<file path="config.mk">
export PLATFORM = sky130hd
export DESIGN_NAME = pros_sequencer
export DESIGN_NICKNAME = d
export VERILOG_FILES = /design/src/verilog/pros_pkg.sv /design/src/verilog/pros_sequencer.sv
export VERILOG_INCLUDE_DIRS = /design/src /design/src/verilog
export SDC_FILE = /design/constraint.sdc
export NUM_CORES = 2
export LEC_CHECK = 0
export BUFFER_PORTS_ARGS = -buffer_cell sky130_fd_sc_hd__buf_2
export CAP_MARGIN = 20
export CELL_PAD_IN_SITES_DETAIL_PLACEMENT = 0
export CELL_PAD_IN_SITES_GLOBAL_PLACEMENT = 1
export CORE_ASPECT_RATIO = 1.4
export CORE_UTILIZATION = 54
export DETAILED_ROUTE_END_ITERATION = 7
export PLACE_DENSITY = 0.89
export SETUP_SLACK_MARGIN = 0.3
export SLEW_MARGIN = 30
export SYNTH_ARGS = -nofsm -noshare
export SYNTH_HDL_FRONTEND = slang
export SYNTH_SLANG_ARGS = --single-unit
</file>
<file path="constraint.sdc">
create_clock -name clk -period 8.1 [get_ports clk]
set_clock_uncertainty 0.15 [all_clocks]
set_input_delay 1.215 -clock clk [delete_from_list [all_inputs] [get_ports clk]]
set_output_delay 1.215 -clock clk [all_outputs]
set_load 0.05 [all_outputs]
</file>
<file path="src/verilog/pros_params.svh">
// Purpose: offsets, field positions, reset values and counts of the sequencer
// Assumes: byte addresses on a 32-bit AHB-Lite slave
// Notes: included by bare name
`ifndef PROS_PARAMS_SVH
`define PROS_PARAMS_SVH
`define PROS_OFS_CTRL 8'h00
`define PROS_OFS_SRCEN 8'h04
`define PROS_OFS_SRCNG 8'h08
`define PROS_OFS_DCFG 8'h0C
`define PROS_OFS_JCFG 8'h10
`define PROS_OFS_JNG 8'h14
`define PROS_OFS_GDLY 8'h18
`define PROS_OFS_GWID 8'h1C
`define PROS_OFS_OCYC 8'h20
`define PROS_OFS_STAT 8'h24
`define PROS_VAL_BIT 7
`define PROS_RST_CTRL 6'h13
`define PROS_RST_SRCEN 5'h1F
`define PROS_RST_GDLY 16'h0064
`define PROS_RST_GWID 16'h00C8
`define PROS_RST_OCYC 16'h01F4
`define PROS_QDEPTH 64
`define PROS_NEXPR 32
`define PROS_IDX_J0 6'h20
`define PROS_IDX_J1 6'h21
`define PROS_MAX_WORDS 6'h22
`define PROS_SAT_MAX 16'h7FFF
`define PROS_SAT_MIN 16'h8000
`define PROS_ROUND_HALF 33'h0_0000_8000
`define PROS_HSIZE_WORD 3'h2
`endif

</file>
<file path="src/verilog/pros_pkg.sv">
// Purpose: types shared by the result output sequencer
// Assumes: nothing
// Notes: constants live in pros_params.svh
package pros_pkg;
  typedef enum logic [2:0] {
    M_IDLE = 3'h1,
    M_RUN = 3'h2,
    M_PACK = 3'h4
  } pros_mstate_t;

  typedef enum logic [1:0] {
    PH_IMAGE = 2'h0,
    PH_MEAS = 2'h1,
    PH_DISP = 2'h2
  } pros_phase_t;

  typedef struct packed {
    logic [1:0] phase_sel;
    logic judge_on_ok;
    logic overall_on_ok;
    logic judge_en;
    logic data_en;
  } pros_ctrl_t;

  typedef struct packed {
    logic [7:0] addr;
    logic wr;
    logic rd;
  } pros_req_t;
endpackage

</file>
<file path="src/verilog/pros_sequencer.sv">
// Purpose: parallel result word, overall line and gate strobe sequencer
// Assumes: one clock, synchronous inputs, software loads results over AHB-Lite
// Notes: values are signed 16.16 fixed point, one word per expression
//
// The address map and register access over AHB-Lite are this design's own decisions.
`timescale 1ns/1ps
`include "pros_params.svh"

module pros_sequencer #(
  parameter int QDEPTH = `PROS_QDEPTH
) (
  input wire logic clk,
  input wire logic reset,
  input wire logic hsel,
  input wire logic [31:0] haddr,
  input wire logic [1:0] htrans,
  input wire logic hwrite,
  input wire logic [2:0] hsize,
  input wire logic [31:0] hwdata,
  input wire logic hready,
  output logic [31:0] hrdata,
  output logic hreadyout,
  output logic hresp,
  input wire logic measure_trigger,
  input wire logic adjustment_mode,
  input wire logic image_done,
  input wire logic measure_done,
  input wire logic display_done,
  output logic meas_start,
  output logic [15:0] result_word_out,
  output logic overall_out,
  output logic gate_out,
  output logic queue_full
);
  localparam int CW = $clog2(QDEPTH + 1);
  localparam int PW = $clog2(QDEPTH);

  pros_pkg::pros_req_t req_q;
  pros_pkg::pros_ctrl_t ctrl_q;
  pros_pkg::pros_mstate_t st_q;
  logic addr_ph;
  logic hready_q, hresp_q;
  logic [31:0] hrdata_q, rd_mux;
  logic [4:0] src_en_q, src_ng_q;
  logic [31:0] dcfg_q, jcfg_q, jng_q, jbits;
  logic [15:0] gdly_q, gwid_q, ocyc_q;
  logic [31:0] val_q [`PROS_NEXPR];
  logic measure_trigger_q, start_q, overall_q, phase_done, ng, done_ok;
  logic [5:0] idx_q;
  logic [31:0] cur_val;
  logic [32:0] rsum;
  logic [16:0] rnd;
  logic [15:0] sat_word, push_word;
  logic push_data, push_j0, push_j1, push_req, push, advance;
  logic [15:0] q_mem [QDEPTH];
  logic [PW-1:0] wptr_q, rptr_q;
  logic [CW-1:0] cnt_q, cnt_d;
  logic q_full_q, pop;
  logic busy_q, gate_q, cyc_end, nx_busy, gate_d;
  logic [15:0] ocnt_q, nx_cnt, word_q, dly_eff, cyc_eff;
  logic [16:0] gate_end;

  assign hrdata = hrdata_q;
  assign hreadyout = hready_q;
  assign hresp = hresp_q;
  assign meas_start = start_q;
  assign result_word_out = word_q;
  assign overall_out = overall_q;
  assign gate_out = gate_q;
  assign queue_full = q_full_q;

  // Bus slave: writes land with zero wait, reads take one wait state
  assign addr_ph = hsel && htrans[1] && hready;

  always_ff @(posedge clk) begin
    if (reset) begin
      req_q <= '0;
      hready_q <= 1'b1;
      hresp_q <= 1'b0;
      hrdata_q <= 32'h0000_0000;
    end else begin
      req_q.wr <= addr_ph && hwrite && (hsize == `PROS_HSIZE_WORD);
      req_q.rd <= addr_ph && !hwrite;
      if (addr_ph) begin
        req_q.addr <= haddr[7:0];
      end
      hready_q <= !(addr_ph && !hwrite);
      hresp_q <= 1'b0;
      if (req_q.rd) begin
        hrdata_q <= rd_mux;
      end
    end
  end

  always_comb begin
    rd_mux = 32'h0000_0000;
    if (req_q.addr[`PROS_VAL_BIT]) begin
      rd_mux = val_q[req_q.addr[6:2]];
    end else begin
      case (req_q.addr)
        `PROS_OFS_CTRL: rd_mux = {26'h0, ctrl_q};
        `PROS_OFS_SRCEN: rd_mux = {27'h0, src_en_q};
        `PROS_OFS_SRCNG: rd_mux = {27'h0, src_ng_q};
        `PROS_OFS_DCFG: rd_mux = dcfg_q;
        `PROS_OFS_JCFG: rd_mux = jcfg_q;
        `PROS_OFS_JNG: rd_mux = jng_q;
        `PROS_OFS_GDLY: rd_mux = {16'h0000, gdly_q};
        `PROS_OFS_GWID: rd_mux = {16'h0000, gwid_q};
        `PROS_OFS_OCYC: rd_mux = {16'h0000, ocyc_q};
        `PROS_OFS_STAT: rd_mux = {16'h0000, 8'(cnt_q), 4'h0, overall_q, cnt_q == '0, q_full_q, st_q != pros_pkg::M_IDLE};
        default: rd_mux = 32'h0000_0000;
      endcase
    end
  end

  always_ff @(posedge clk) begin
    if (reset) begin
      ctrl_q <= `PROS_RST_CTRL;
      src_en_q <= `PROS_RST_SRCEN;
      src_ng_q <= 5'h00;
      dcfg_q <= 32'h0000_0000;
      jcfg_q <= 32'h0000_0000;
      jng_q <= 32'h0000_0000;
      gdly_q <= `PROS_RST_GDLY;
      gwid_q <= `PROS_RST_GWID;
      ocyc_q <= `PROS_RST_OCYC;
    end else if (req_q.wr && !req_q.addr[`PROS_VAL_BIT]) begin
      case (req_q.addr)
        `PROS_OFS_CTRL: ctrl_q <= hwdata[5:0];
        `PROS_OFS_SRCEN: src_en_q <= hwdata[4:0];
        `PROS_OFS_SRCNG: src_ng_q <= hwdata[4:0];
        `PROS_OFS_DCFG: dcfg_q <= hwdata;
        `PROS_OFS_JCFG: jcfg_q <= hwdata;
        `PROS_OFS_JNG: jng_q <= hwdata;
        `PROS_OFS_GDLY: gdly_q <= hwdata[15:0];
        `PROS_OFS_GWID: gwid_q <= hwdata[15:0];
        `PROS_OFS_OCYC: ocyc_q <= hwdata[15:0];
        default: ;
      endcase
    end
  end

  // Expression values, one word each
  always_ff @(posedge clk) begin
    if (reset) begin
      for (int i = 0; i < `PROS_NEXPR; i++) begin
        val_q[i] <= 32'h0000_0000;
      end
    end else if (req_q.wr && req_q.addr[`PROS_VAL_BIT]) begin
      val_q[req_q.addr[6:2]] <= hwdata;
    end
  end

  // Measurement control
  always_comb begin
    unique case (ctrl_q.phase_sel)
      pros_pkg::PH_IMAGE: phase_done = image_done;
      pros_pkg::PH_MEAS: phase_done = measure_done;
      pros_pkg::PH_DISP: phase_done = display_done;
      default: phase_done = display_done;
    endcase
  end

  assign done_ok = (st_q == pros_pkg::M_RUN) && phase_done && !adjustment_mode;
  assign advance = !push_req || !q_full_q;

  always_ff @(posedge clk) begin
    if (reset) begin
      st_q <= pros_pkg::M_IDLE;
      measure_trigger_q <= 1'b0;
      start_q <= 1'b0;
      idx_q <= 6'h00;
    end else begin
      measure_trigger_q <= measure_trigger;
      start_q <= 1'b0;
      unique case (st_q)
        pros_pkg::M_IDLE: begin
          if (measure_trigger && !measure_trigger_q && !adjustment_mode && !q_full_q) begin
            st_q <= pros_pkg::M_RUN;
            start_q <= 1'b1;
          end
        end
        pros_pkg::M_RUN: begin
          idx_q <= 6'h00;
          if (phase_done) begin
            st_q <= adjustment_mode ? pros_pkg::M_IDLE : pros_pkg::M_PACK;
          end
        end
        pros_pkg::M_PACK: begin
          if (advance) begin
            idx_q <= 6'(idx_q + 6'h01);
            if (idx_q == `PROS_IDX_J1) begin
              st_q <= pros_pkg::M_IDLE;
            end
          end
        end
      endcase
    end
  end

  // Overall judgment line
  assign ng = |(src_en_q & src_ng_q);

  always_ff @(posedge clk) begin
    if (reset) begin
      overall_q <= 1'b0;
    end else if (done_ok) begin
      overall_q <= ctrl_q.overall_on_ok ? !ng : ng;
    end
  end

  // Word packing: values first, then up to two judgment words
  assign jbits = jcfg_q & (ctrl_q.judge_on_ok ? ~jng_q : jng_q);
  assign cur_val = val_q[idx_q[4:0]];
  assign rsum = {cur_val[31], cur_val} + `PROS_ROUND_HALF;
  assign rnd = rsum[32:16];
  assign sat_word = (rnd[16] == rnd[15]) ? rnd[15:0] : (rnd[16] ? `PROS_SAT_MIN : `PROS_SAT_MAX);

  always_comb begin
    push_data = (st_q == pros_pkg::M_PACK) && !idx_q[5] && ctrl_q.data_en && dcfg_q[idx_q[4:0]];
    push_j0 = (st_q == pros_pkg::M_PACK) && (idx_q == `PROS_IDX_J0) && ctrl_q.judge_en && |jcfg_q[15:0];
    push_j1 = (st_q == pros_pkg::M_PACK) && (idx_q == `PROS_IDX_J1) && ctrl_q.judge_en && |jcfg_q[31:16];
    push_req = push_data || push_j0 || push_j1;
    push = push_req && !q_full_q;
    if (push_data) begin
      push_word = sat_word;
    end else if (push_j0) begin
      push_word = jbits[15:0];
    end else begin
      push_word = jbits[31:16];
    end
  end

  // Result queue
  assign pop = (cnt_q != '0) && (!busy_q || cyc_end);
  assign cnt_d = CW'(cnt_q + CW'(push) - CW'(pop));

  always_ff @(posedge clk) begin
    if (reset) begin
      wptr_q <= '0;
      rptr_q <= '0;
      cnt_q <= '0;
      q_full_q <= 1'b0;
    end else begin
      if (push) begin
        wptr_q <= (wptr_q == PW'(QDEPTH - 1)) ? '0 : PW'(wptr_q + 1'b1);
      end
      if (pop) begin
        rptr_q <= (rptr_q == PW'(QDEPTH - 1)) ? '0 : PW'(rptr_q + 1'b1);
      end
      cnt_q <= cnt_d;
      q_full_q <= cnt_d == CW'(QDEPTH);
    end
  end

  always_ff @(posedge clk) begin
    if (push) begin
      q_mem[wptr_q] <= push_word;
    end
  end

  // Output cycle, gate delay and gate width
  assign dly_eff = (gdly_q == 16'h0000) ? 16'h0001 : gdly_q;
  assign cyc_eff = (ocyc_q == 16'h0000) ? 16'h0001 : ocyc_q;
  assign cyc_end = busy_q && (ocnt_q == 16'(cyc_eff - 16'h0001));
  assign nx_busy = pop || (busy_q && !cyc_end);
  assign nx_cnt = pop ? 16'h0000 : 16'(ocnt_q + 16'h0001);
  assign gate_end = {1'b0, dly_eff} + {1'b0, gwid_q};
  assign gate_d = nx_busy && (nx_cnt >= dly_eff) && ({1'b0, nx_cnt} < gate_end);

  always_ff @(posedge clk) begin
    if (reset) begin
      busy_q <= 1'b0;
      ocnt_q <= 16'h0000;
      word_q <= 16'h0000;
      gate_q <= 1'b0;
    end else begin
      busy_q <= nx_busy;
      ocnt_q <= nx_busy ? nx_cnt : 16'h0000;
      gate_q <= gate_d;
      if (pop) begin
        word_q <= q_mem[rptr_q];
      end
    end
  end

  // Checks
  logic [15:0] glen_q, gap_q;
  logic [5:0] npush_q;
  logic cfg_ok;
  logic [32:0] rerr;
  assign cfg_ok = (gate_end < {1'b0, cyc_eff}) && (gwid_q != 16'h0000);
  assign rerr = 33'({cur_val[31], cur_val} - {push_word[15], push_word, 16'h0000});

  always_ff @(posedge clk) begin
    if (reset) begin
      glen_q <= 16'h0000;
      gap_q <= 16'h0000;
      npush_q <= 6'h00;
    end else begin
      glen_q <= gate_q ? 16'(glen_q + 16'h0001) : 16'h0000;
      if (pop) begin
        gap_q <= 16'h0001;
      end else if (gap_q != 16'hFFFF) begin
        gap_q <= 16'(gap_q + 16'h0001);
      end
      if (st_q == pros_pkg::M_RUN) begin
        npush_q <= 6'h00;
      end else if (push) begin
        npush_q <= 6'(npush_q + 6'h01);
      end
    end
  end
endmodule
</file>
==> results.md <==
* Status: finished with violations
* Failing checks: design-rule violations
* XOR/XNOR share of the synthesized area at 0.00537
* Clock latency on the worst-skew pair at 900 ps
* Simple-Gate Fraction of Synth Area at 0.108
* Library cells used by synthesis at 79
* Post-synth top cells: 2048 x edfxtp_1, 1042 x and2_1, 754 x mux4_2, 470 x nand2_1, 461 x clkbuf_1
* Cell leakage power at 38.1 nW
* # Post-CTS Setup Buffers at 0
* Post-DP Area at 0.108 sq mm
* Global route overflow at 0
* Buf/Inv on CP at 0
* Setup Total Neg Slack at 0 ps
* DRT iter0 DRCs at 9371
* Final period utilization at 0.821
* Clk slew on worst S/H paths at 60 ps
* Critical-path top delay cell: nor4_1
* Final Cell Area at 0.115 sq mm
* Final Routed Wirelength at 311000 um
* Kind of critical path: flop to flop
* Maximum VDD drop at 0.242 mV
* Tightest Pin Transition at 1130 ps
* Relative slew slack at 0.248
* Number of gates resized after cts at 0
* Top-area cell type share of the netlist area at 0.589
* # DRC at 3
* Most common cell in the netlist: edfxtp_1
* YS warnings at 0
* Slew Limit Fails at 0
* Vias in the first global route at 62900
* Compound-cell area share of the yosys netlist at 0.0339
* EDFF count, synth at 2048
* Final min period at 6650 ps
* Fin. Hold Viols at 0
* Setup violators final at 0
* Ranking of synthesized cells by area: edfxtp_1 59%, mux4_2 16%, and2_1 6.2%
* Largest family of logic cells by synthesized area: multiplexers
* P per Cell Area at 234 mW/mm^2
* CP required at 8720 ps
* Synthesized Nets at 6753
* Post-DP HPWL at 184000 um
* PortBufs at 106
* Drt first pass iters at 8
* Placed insts at 8843
* Root Buffer: clkbuf_16
* Total GRT Usage at 0.318
* RePlAce Congestion at 0.931
* Avg WL per Cell at 33.6 um
* Layout cells sized above 1 at 0.229
* Post-Synth Adder-Cell Area at 0.00791
* Die W at 374 um
* Syn Area/Cell at 15.8 sq um
* Global-route wire length before repair at 441000 um
* Hold Path Class: flop to flop
* Via Count at 62700
* Post-Syn Instances at 6610
* # rows at 190
* Initial Utilization at 0.545
* Layout Cells excl Fill at 9251
* CP cell instances: nor4_1, or4b_4, nor2_1, nor2_1, ha_1, nor3b_1, a21o_1, a2111oi_0, o211a_1, nand4_1, o21ai_4, and2_2, nor2_1, ha_1, a21o_1, a21o_1, a21oi_1, o21ai_0, a221oi_1, o2111ai_1, o211ai_1, o211a_1
* CP Launch Type: flop
* Nets at 6711
* Core area at 0.192 sq mm
* R2R setup slack at 1450 ps
* Synth Register Bits at 2327
* Filler instances at 13700
* Register area share after synthesis at 0.643
* Area Growth Syn to Fin at 10.0%
* CP Capture Type: flop
* Max frequency at 150 MHz
* Cell family contributing the most delay on the critical path: compound AO/OA/AOI/OAI gates
* I/O pin count at 133
* CP Max Fanout at 18
* Sink Count at 2327
* Max-cap violations at 0
* Hold Buf Count CTS at 0
* DIE AREA at 0.195 sq mm
* Arrival time worst endpoint at 7260 ps
* CP max stage delay at 780 ps
* DRT antenna net count at 0
* Ys async rst share at 0
* CTS Buf Count at 212
* Detailed-route vias per instance at 6.78
* Ys flop type: edfxtp_1
* Yosys top cell by area: edfxtp_1
* Synthesized area at 0.104 sq mm
* Die H at 522 um
* Initial antenna violation count at 19
* Clock buffer depth at 3
* Multiplexer share of the synthesized area at 0.179
* Max H-tree Level at 4
* Largest net degree at the start of global routing at 119
* RSZ-0062 raised after global routing: no
* CTS tree: done
==> placed cells by master, fill, tap and decap left out, drive strengths merged, types with 24 or more instances in the layout <==
cell type,Yosys,routed
a21oi,198,198
a222oi,24,24
a22oi,106,106
and2,1045,1045
buf,111,316
clkbuf,462,282
clkinv,0,77
dfxtp,279,279
edfxtp,2048,2048
ha,62,62
inv,38,47
mux2,47,47
mux2i,119,119
mux4,754,754
nand2,470,470
nand3,102,102
nand3b,25,25
nand4,38,38
nor2,223,223
nor3,46,46
o21ai,49,49
or2,41,41
xnor2,29,29
xor2,35,35
==> state kept, by name, indices dropped and copies added, names as in the netlist, 7 cells and up, named ones only <==
signal and cells:
val_q 1024, result_word_out 16, dcfg_q 32, cnt_q 7, q_mem 1024, ocyc_q 16, req_q 10, hrdata 32
gwid_q 16, gdly_q 16, jng_q 32, ocnt_q 16, jcfg_q 32
==> where the power goes <==
group          switching [W]  internal (W)  total, W  leakage [nW]
Sequential          0.000211        0.0132    0.0134          22.4
Combinational        0.00191       0.00166   0.00356          12.4
Clock                0.00456       0.00537   0.00993          3.28
Total                0.00667        0.0202    0.0269          38.1
==> per-layer routing <==
metal  vias to the layer above  wire [um]  track usage
li1                      25300          -            -
met2                      4612     153000        0.533
met4                        12      24000        0.214
met3                      1211      33600       0.0688
met5                         -         80            0
met1                     31600     100000        0.368
==> metrics by stage <==
step | utilization | power, W | hold slack [ps] | setup slack (ps)
after floorplan | - | 0.0161 | 295 | 2520
after global placement | 0.563 | 0.0171 | 305 | 1370
after detailed placement | 0.563 | 0.0171 | 312 | 1480
after CTS | 0.599 | 0.0269 | 325 | 1440
after global routing | 0.599 | 0.0275 | 343 | 805
final | 0.599 | 0.0269 | 327 | 1450
==> final cells by class <==
cell class	instances	area (sq um)	area share
multi-input combinational	3672	35300	0.308
sequential	2327	67100	0.584
clock inverter	107	1120	0.00975
tap	2496	3120	0.0272
timing repair buffer	317	2280	0.0198
antenna	13	32.5	0.000283
inverter	38	143	0.00124
clock buffer	281	5670	0.0494
==> cells by family (layout without fill, tap and decap cells) <==
| logic type | count (synthesis) | count (layout) |
|---|---|---|
| AOI/OAI and AO/OA | 525 | 525 |
| xor gates and xnor gates | 64 | 64 |
| adders and majority gates | 65 | 65 |
| DFF | 2327 | 2327 |
| buffers and inverters | 611 | 743 |
| and+or+nand+nor | 2097 | 2097 |
| muxes | 920 | 920 |
| other | 1 | 14 |
==> worst register-to-register path: stages (launching register included) <==
cell,delay (ps)
dfxtp_1,420
nor4_1,780
or4b_4,600
nor2_1,160
nor2_1,60
ha_1,200
nor3b_1,230
a21o_1,190
a2111oi_0,440
o211a_1,220
nand4_1,170
o21ai_4,460
and2_2,470
nor2_1,140
ha_1,320
a21o_1,160
a21o_1,170
a21oi_1,130
o21ai_0,160
a221oi_1,420
o2111ai_1,190
o211ai_1,140
o211a_1,200
==> worst paths after layout <==
path / endpoint / startpoint / depth (start not counted)
max: gate_out / ocyc_q[8] / 22
min: dcfg_q[22] / dcfg_q[22] / 2
max reg2reg: gate_out / ocyc_q[8] / 22
min reg2reg: dcfg_q[22] / dcfg_q[22] / 2
Note: power is estimated with default switching activity, not from simulation.
